### src/include/sum_pkg.sv
package sum_pkg;
    // ----------------------------------------------------------------
    // register map (byte addresses: word index times four, so offsets are multiples of four)
    // ----------------------------------------------------------------
    localparam logic [7:0]  COMPUTE_CONTROL_IDX = 8'hef;
    localparam logic [7:0]  SUM_RESULT_LOW_IDX  = 8'hfc;
    localparam logic [7:0]  SUM_RESULT_HIGH_IDX = 8'hfd;
    localparam logic [11:0] COMPUTE_CONTROL_ADDR = {2'h0, COMPUTE_CONTROL_IDX, 2'h0};
    localparam logic [11:0] SUM_RESULT_LOW_ADDR  = {2'h0, SUM_RESULT_LOW_IDX, 2'h0};
    localparam logic [11:0] SUM_RESULT_HIGH_ADDR = {2'h0, SUM_RESULT_HIGH_IDX, 2'h0};
    localparam logic [11:0] STATUS_ADDR          = 12'h400;
    // ----------------------------------------------------------------
    // fields, reset values and scan address range
    // ----------------------------------------------------------------
    localparam int          START_BIT       = 0;
    localparam int          BUSY_BIT        = 0;
    localparam logic [7:0]  RESULT_RESET    = 8'h00;
    localparam logic [13:0] CODE_FIRST_ADDR = 14'h0000;
    localparam logic [13:0] CODE_LAST_ADDR  = 14'h3ffd;

    typedef enum logic [1:0] {
        ST_IDLE,
        ST_FETCH,
        ST_ADD
    } sum_state_type;
endpackage

### src/verilog/byte_accumulator.sv
module byte_accumulator #(
    parameter int WIDTH = 16
) (
    input  wire logic             pclk,
    input  wire logic             presetn,
    input  wire logic             clear,
    input  wire logic             add_en,
    input  wire logic [7:0]       data_in,
    output logic      [WIDTH-1:0] sum
);
    typedef struct packed {
        logic [WIDTH-1:0] acc;
    } acc_state_type;

    acc_state_type s_r;
    acc_state_type s_nxt;

    always_comb begin
        s_nxt = s_r;
        if (clear) begin
            s_nxt.acc = '0;
        end else if (add_en) begin
            // carry beyond the top bit is dropped, so the sum wraps
            s_nxt.acc = s_r.acc + {{(WIDTH-8){1'b0}}, data_in};
        end
    end

    always_ff @(posedge pclk or negedge presetn) begin
        if (!presetn) begin
            s_r <= '0;
        end else begin
            s_r <= s_nxt;
        end
    end

    assign sum = s_r.acc;
endmodule

### src/verilog/code_memory_checksum.sv
module code_memory_checksum #(
    parameter int ADDR_W = 14
) (
    input  wire logic              pclk,
    input  wire logic              presetn,
    input  wire logic              psel,
    input  wire logic              penable,
    input  wire logic              pwrite,
    input  wire logic [11:0]       paddr,
    input  wire logic [31:0]       pwdata,
    output logic      [31:0]       prdata,
    output logic                   pready,
    output logic                   pslverr,
    output logic      [ADDR_W-1:0] code_addr,
    output logic                   code_rd,
    input  wire logic [7:0]        code_data
);
    // ----------------------------------------------------------------
    // state
    // ----------------------------------------------------------------
    typedef struct packed {
        sum_pkg::sum_state_type state;
        logic [ADDR_W-1:0]      addr;
        logic                   rd;
        logic [7:0]             res_lo;
        logic [7:0]             res_hi;
        logic [31:0]            rdata;
        logic                   ready;
        logic                   err;
    } top_state_type;

    top_state_type s_r;
    top_state_type s_nxt;

    logic        acc_clear;
    logic        acc_add;
    logic [15:0] acc_sum;
    logic        setup;
    logic        wr_take;
    logic        start_req;
    logic        mapped;

    byte_accumulator #(
        .WIDTH (16)
    ) u_acc (
        .pclk    (pclk),
        .presetn (presetn),
        .clear   (acc_clear),
        .add_en  (acc_add),
        .data_in (code_data),
        .sum     (acc_sum)
    );

    // ----------------------------------------------------------------
    // apb: no wait states; setup cycle prepares the answer
    // ----------------------------------------------------------------
    assign setup   = psel && !penable;
    assign wr_take = psel && penable && pwrite && s_r.ready;
    assign mapped  = (paddr == sum_pkg::COMPUTE_CONTROL_ADDR) ||
                     (paddr == sum_pkg::SUM_RESULT_LOW_ADDR) ||
                     (paddr == sum_pkg::SUM_RESULT_HIGH_ADDR) ||
                     (paddr == sum_pkg::STATUS_ADDR);
    assign start_req = wr_take && (paddr == sum_pkg::COMPUTE_CONTROL_ADDR)
                       && pwdata[sum_pkg::START_BIT];

    always_comb begin
        s_nxt     = s_r;
        acc_clear = 1'b0;
        acc_add   = 1'b0;
        s_nxt.ready = setup;
        if (setup) begin
            s_nxt.err   = !mapped;
            s_nxt.rdata = 32'h0000_0000;
            case (paddr)
                sum_pkg::SUM_RESULT_LOW_ADDR:  s_nxt.rdata[7:0] = s_r.res_lo;
                sum_pkg::SUM_RESULT_HIGH_ADDR: s_nxt.rdata[7:0] = s_r.res_hi;
                sum_pkg::STATUS_ADDR: begin
                    s_nxt.rdata[sum_pkg::BUSY_BIT] = (s_r.state != sum_pkg::ST_IDLE);
                end
                default: s_nxt.rdata = 32'h0000_0000;
            endcase
        end else begin
            // error stands only in the access cycle, alongside pready
            s_nxt.err = 1'b0;
        end
        // result bytes are software-writable, as the map allows
        if (wr_take && paddr == sum_pkg::SUM_RESULT_LOW_ADDR) begin
            s_nxt.res_lo = pwdata[7:0];
        end
        if (wr_take && paddr == sum_pkg::SUM_RESULT_HIGH_ADDR) begin
            s_nxt.res_hi = pwdata[7:0];
        end
        // ------------------------------------------------------------
        // engine: one byte per two cycles (address, then data)
        // ------------------------------------------------------------
        s_nxt.rd = 1'b0;
        case (s_r.state)
            sum_pkg::ST_IDLE: begin
                if (start_req) begin
                    acc_clear   = 1'b1;
                    s_nxt.addr  = sum_pkg::CODE_FIRST_ADDR;
                    s_nxt.rd    = 1'b1;
                    s_nxt.state = sum_pkg::ST_FETCH;
                end
            end
            sum_pkg::ST_FETCH: begin
                if (start_req) begin
                    // a start between address and data must not be lost
                    acc_clear   = 1'b1;
                    s_nxt.addr  = sum_pkg::CODE_FIRST_ADDR;
                    s_nxt.rd    = 1'b1;
                    s_nxt.state = sum_pkg::ST_FETCH;
                end else begin
                    s_nxt.state = sum_pkg::ST_ADD;
                end
            end
            sum_pkg::ST_ADD: begin
                acc_add = 1'b1;
                if (start_req) begin
                    // a new start restarts the scan from the bottom
                    acc_clear   = 1'b1;
                    s_nxt.addr  = sum_pkg::CODE_FIRST_ADDR;
                    s_nxt.rd    = 1'b1;
                    s_nxt.state = sum_pkg::ST_FETCH;
                end else if (s_r.addr == sum_pkg::CODE_LAST_ADDR) begin
                    s_nxt.state = sum_pkg::ST_IDLE;
                end else begin
                    s_nxt.addr  = s_r.addr + 1'b1;
                    s_nxt.rd    = 1'b1;
                    s_nxt.state = sum_pkg::ST_FETCH;
                end
            end
            default: s_nxt.state = sum_pkg::ST_IDLE;
        endcase
        if (s_r.state == sum_pkg::ST_ADD && !start_req
            && s_r.addr == sum_pkg::CODE_LAST_ADDR) begin
            // final byte folded in here, since the accumulator lags a cycle
            {s_nxt.res_hi, s_nxt.res_lo} = acc_sum + {8'h00, code_data};
        end
    end

    always_ff @(posedge pclk or negedge presetn) begin
        if (!presetn) begin
            s_r        <= '0;
            s_r.state  <= sum_pkg::ST_IDLE;
            s_r.res_lo <= sum_pkg::RESULT_RESET;
            s_r.res_hi <= sum_pkg::RESULT_RESET;
        end else begin
            s_r <= s_nxt;
        end
    end

    assign prdata    = s_r.rdata;
    assign pready    = s_r.ready;
    assign pslverr   = s_r.err;
    assign code_addr = s_r.addr;
    assign code_rd   = s_r.rd;

    // ----------------------------------------------------------------
    // checks
    // ----------------------------------------------------------------
    property p_start_fetch;
        @(posedge pclk) disable iff (!presetn)
        start_req |=> code_rd && code_addr == sum_pkg::CODE_FIRST_ADDR;
    endproperty
    a_start_fetch: assert property (p_start_fetch)
        else $error("start did not begin scan at address zero");

    property p_zero_no_start;
        @(posedge pclk) disable iff (!presetn)
        (s_r.state == sum_pkg::ST_IDLE && !start_req) |=> !code_rd;
    endproperty
    a_zero_no_start: assert property (p_zero_no_start)
        else $error("scan began without a written one");

    property p_addr_range;
        @(posedge pclk) disable iff (!presetn)
        code_rd |-> code_addr <= sum_pkg::CODE_LAST_ADDR;
    endproperty
    a_addr_range: assert property (p_addr_range)
        else $error("fetch beyond last summed address");

    property p_step;
        @(posedge pclk) disable iff (!presetn)
        (code_rd && !start_req && code_addr != sum_pkg::CODE_LAST_ADDR)
        ##2 !$past(start_req) |-> code_rd && code_addr == $past(code_addr, 2) + 1'b1;
    endproperty
    a_step: assert property (p_step)
        else $error("scan skipped or repeated an address");

    property p_result_load;
        @(posedge pclk) disable iff (!presetn)
        (s_r.state == sum_pkg::ST_ADD && !start_req && code_addr == sum_pkg::CODE_LAST_ADDR)
        |=> {s_r.res_hi, s_r.res_lo} == $past(acc_sum) + {8'h00, $past(code_data)};
    endproperty
    a_result_load: assert property (p_result_load)
        else $error("result not loaded with wrapped final sum");

    property p_low_read;
        @(posedge pclk) disable iff (!presetn)
        (setup && !pwrite && paddr == sum_pkg::SUM_RESULT_LOW_ADDR)
        |=> pready && prdata == {24'h000000, $past(s_r.res_lo)};
    endproperty
    a_low_read: assert property (p_low_read)
        else $error("low result read mismatch");

    property p_high_read;
        @(posedge pclk) disable iff (!presetn)
        (setup && !pwrite && paddr == sum_pkg::SUM_RESULT_HIGH_ADDR)
        |=> pready && prdata == {24'h000000, $past(s_r.res_hi)};
    endproperty
    a_high_read: assert property (p_high_read)
        else $error("high result read mismatch");

    property p_acc_wrap;
        @(posedge pclk) disable iff (!presetn)
        (acc_add && !acc_clear) |=> acc_sum == 16'($past(acc_sum) + {8'h00, $past(code_data)});
    endproperty
    a_acc_wrap: assert property (p_acc_wrap)
        else $error("accumulator did not add byte modulo 65536");
endmodule
### config.mk
export PLATFORM = sky130hd
export DESIGN_NAME = code_memory_checksum
export DESIGN_NICKNAME = d
export VERILOG_FILES = /design/src/include/sum_pkg.sv /design/src/verilog/byte_accumulator.sv /design/src/verilog/code_memory_checksum.sv
export SDC_FILE = /design/constraint.sdc
export NUM_CORES = 1
export LEC_CHECK = 0
export ABC_CLOCK_PERIOD_IN_PS = 7120
export BUFFER_PORTS_ARGS = -buffer_cell sky130_fd_sc_hd__buf_2
export CAP_MARGIN = 30
export CORE_ASPECT_RATIO = 0.5
export CORE_MARGIN = 1.5
export CORE_UTILIZATION = 58
export CTS_BUF_LIST = sky130_fd_sc_hd__clkbuf_8 sky130_fd_sc_hd__clkbuf_16
export DETAILED_ROUTE_END_ITERATION = 8
export PLACE_DENSITY_LB_ADDON = 0.08
export SLEW_MARGIN = 20
export SYNTH_ARGS = -nofsm -noshare
export SYNTH_HDL_FRONTEND = slang
export SYNTH_HIERARCHICAL = 1
export SYNTH_SLANG_ARGS = --single-unit
export TNS_END_PERCENT = 20
### constraint.sdc
create_clock -name pclk -period 7.12 [get_ports pclk]
set_clock_uncertainty 0.1 [all_clocks]
set_input_delay 1.424 -clock pclk [delete_from_list [all_inputs] [get_ports pclk]]
set_output_delay 1.424 -clock pclk [all_outputs]
set_load 0.02 [all_outputs]
==> impl_metrics.py <==
metrics = {
    "power_and_ir_drop": {
        "irDropWorstVdd_mv": 0.133,
        "p_per_area_nw_per_um2": 195,
        "p_leak_nw": 2.28,
        "power_mw": 0.896,
    },
    "timing": {
        "slew_headroom_pct": 49.4,
        "setup_viol": 0,
        "rsz0062_at_grt": "no",
        "setup_tns_ps": 0,
        "slew_violations": 0,
        "finalHoldViolCount": 0,
        "tightest_slew_ps": 759,
        "final.period_utilization_pct": 48.5,
        "fin_crit_ps": 3450,
        "layout_setup_ws_ps": 3670,
        "fmax_ghz": 0.290,
    },
    "critical_path": {
        "slowest_stage": "or3_4",
        "crit_fanout": 30,
        "path_class": "primary input to flip-flop",
        "start_kind": "primary input",
        "cp_cell_sequence": "buf_2 > or3_4 > nor3_4 > nor4b_4 > buf_4 > inv_1 > and3_1 > a311oi_1 > o311ai_0",
        "path_delay_family": "simple AND/OR/NAND/NOR gates",
        "crit_path_max_incr_delay_ps": 410,
        "worst-path-buf-inv": 3,
        "critPathCaptureType": "flip-flop",
        "crit_arrival_ps": 3540,
        "required_ps": 7210,
    },
    "clocking": {
        "cts_repair_resize_count": 0,
        "clock_sinks": 59,
        "clockBufferDepth": 2,
        "path_clk_slew_ps": 50,
        "cts_buffers": 9,
        "clkLatencyLatePin_ps": 330,
        "root_buffer": "clkbuf_16",
        "cts_hold_buf": 0,
        "cts_setup_buffers": 0,
        "cts_tree": "built",
        "htree_levels": 3,
    },
    "grt": {
        "overflow": 0,
        "grt_use_total_pct": 25.4,
        "first_global_vias": 3232,
        "grt_pass1_wl_mm": 15.2,
        "antenna_found_initial": 0,
        "grt_max_degree": 60,
    },
    "synth": {
        "synth_top_area_share_pct": 35.5,
        "ys_ff_latch": 59,
        "ys_seq_area_share_pct": 35.5,
        "synthesis.area_um2": 4160,
        "syn_area_per_cell_um2": 9.48,
        "synth-async-reset-ratio_pct": 100,
        "synth-edff-count": 0,
        "synth_top_area_cell": "dfrtp_1",
        "synth.distinct_cells": 61,
        "synth_flop_cell": "dfrtp_1",
        "synthTopCellsByCount": "dfrtp_1 (59), buf_4 (46), nor2_1 (45)",
        "yosys-top-cells-area": "dfrtp_1 (35%), mux2i_1 (8.4%), buf_4 (8.3%), ha_1 (5.4%), nor2_1 (4.1%)",
        "ys_warn_count": 6,
        "yosysMostFrequentCell": "dfrtp_1",
        "synth_cells": 439,
    },
    "place": {
        "post-place-ws_ps": 3320,
        "gp_congestion": 0.906,
        "dpl.hpwl_mm": 6.47,
        "portBuffers": 57,
    },
    "floorplan": {
        "die_w_um": 123,
        "ios": 106,
        "core_um2": 6810,
        "rows": 21,
        "die_h_um": 62.9,
        "dieArea_um2": 7720,
        "initial_core_util_pct": 61.1,
    },
    "cells_and_area": {
        "diodes": 0,
        "nets": 554,
        "area_delta_synth_final_pct": 10.3,
        "fillers": 552,
        "final_layout_size_suffix_gt1_share_pct": 19.7,
    },
    "routing": {
        "postRouteAntennaNets": 0,
        "num_vias": 3362,
        "via_per_inst": 5.86,
        "wl_per_cell_um": 15.8,
        "first_pass_iters": 5,
        "drc": 0,
        "drtIter0Drc": 213,
        "wl_mm": 9.06,
    },
    "status": {
        "status": "complete, no violations",
    },
    "min_path": {
        "hold_class": "flip-flop to flip-flop",
    },
    "run": {
        "drv_cap": 0,
    },
}
[final cells by class]
class,count,area [µm²],share of cell area [%]
Clock buffer,9,225,4.91
Sequential cell,59,1480,32.2
Tap cell,92,115,2.51
Multi-Input combinational cell,335,2340,50.9
Timing Repair Buffer,59,300,6.54
Clock inverter,7,85.1,1.85
Inverter,13,48.8,1.06
[path summary, 6_finish.rpt]
kind,end,from,cells after the start,slack [ps]
max in group asynchronous,u_acc/sum[5]$_DFFE_PN0P_,presetn,2,5270
min in group asynchronous,code_addr[1]$_DFFE_PN0P_,presetn,2,1150
worst max register to register,s_r[40]$_DFFE_PN0P_,u_acc/sum[0]$_DFFE_PN0P_,8,4560
worst min register to register,prdata[6]$_DFFE_PN0P_,prdata[6]$_DFFE_PN0P_,2,380
worst max-delay path,u_acc/sum[13]$_DFFE_PN0P_,paddr[1],9,3670
worst min-delay path,prdata[6]$_DFFE_PN0P_,prdata[6]$_DFFE_PN0P_,2,380
[per-stage QoR]
step / cells / util (%) / hold slack [ps] / area, µm²
5_1_grt: 574 / 67.4 / 400 / 4590
3_3_place_gp: 558 / 62.9 / 361 / 4280
6_report: 574 / 67.4 / 379 / 4590
4_1_cts: 574 / 67.4 / 383 / 4590
2_1_floorplan: 462 / - / 347 / 4250
3_5_place_dp: 558 / 62.9 / 371 / 4280
[power breakdown]
group / internal [mW] / switching [mW]
registers: 0.339 / 0.00250
logic: 0.0364 / 0.0638
clock network: 0.302 / 0.153
[placed cells by master (no fill, tap or decap), drive strengths merged, types with 3 or more instances in the layout]
cell,netlist,layout
and3,8,8
nor3,6,6
nor3b,3,3
nor4,3,3
a21o,7,7
nand4,15,15
nor2,46,46
a21oi,21,21
buf,50,59
or3,3,3
nand2b,4,4
ha,18,18
nor2b,10,10
xor2,14,14
o21ai,10,10
o31ai,7,7
inv,13,15
a22o,4,4
or2,3,3
clkbuf,5,9
o211ai,6,6
nand2,23,23
nand3,19,19
mux2i,35,35
a211oi,5,5
conb,1,24
o21a,4,4
dfrtp,59,59
mux2,5,5
xnor2,10,10
[worst min-delay path: cells and delay by family, from the launching register on]
family             cells  cell delay [ps]
DFF                    1              340
and+or+nand+nor        1               50
AOI/OAI and AO/OA      1               50
[state kept, by name (all words and copies together) (netlist names)]
signal,flops
code_addr,14
prdata,8
code_rd,1
u_acc/sum,16
pslverr,1
pready,1
s_r,18
[per-layer routing]
metal  routed length, µm  global-route usage (%)
met1                4120                    32.9
met2                4250                    40.5
met3                 539                    7.03
met4                 153                    9.74
met5                   0                       0
[logic make-up (layout without fill, tap and decap cells)]
| group | after synthesis | after routing | share of synthesized area [%] |
|---|---|---|---|
| muxes | 40 | 40 | 10.0 |
| buffers and inverters | 68 | 88 | 10.4 |
| xor gates and xnor gates | 24 | 24 | 5.05 |
| and+or+nand+nor | 152 | 152 | 20.3 |
| other | 1 | 24 | 0.0901 |
| DFF | 59 | 59 | 35.5 |
| adders and majority gates | 20 | 20 | 6.38 |
| AOI/OAI and AO/OA | 75 | 75 | 12.2 |
(Power assumes the default switching activity.)
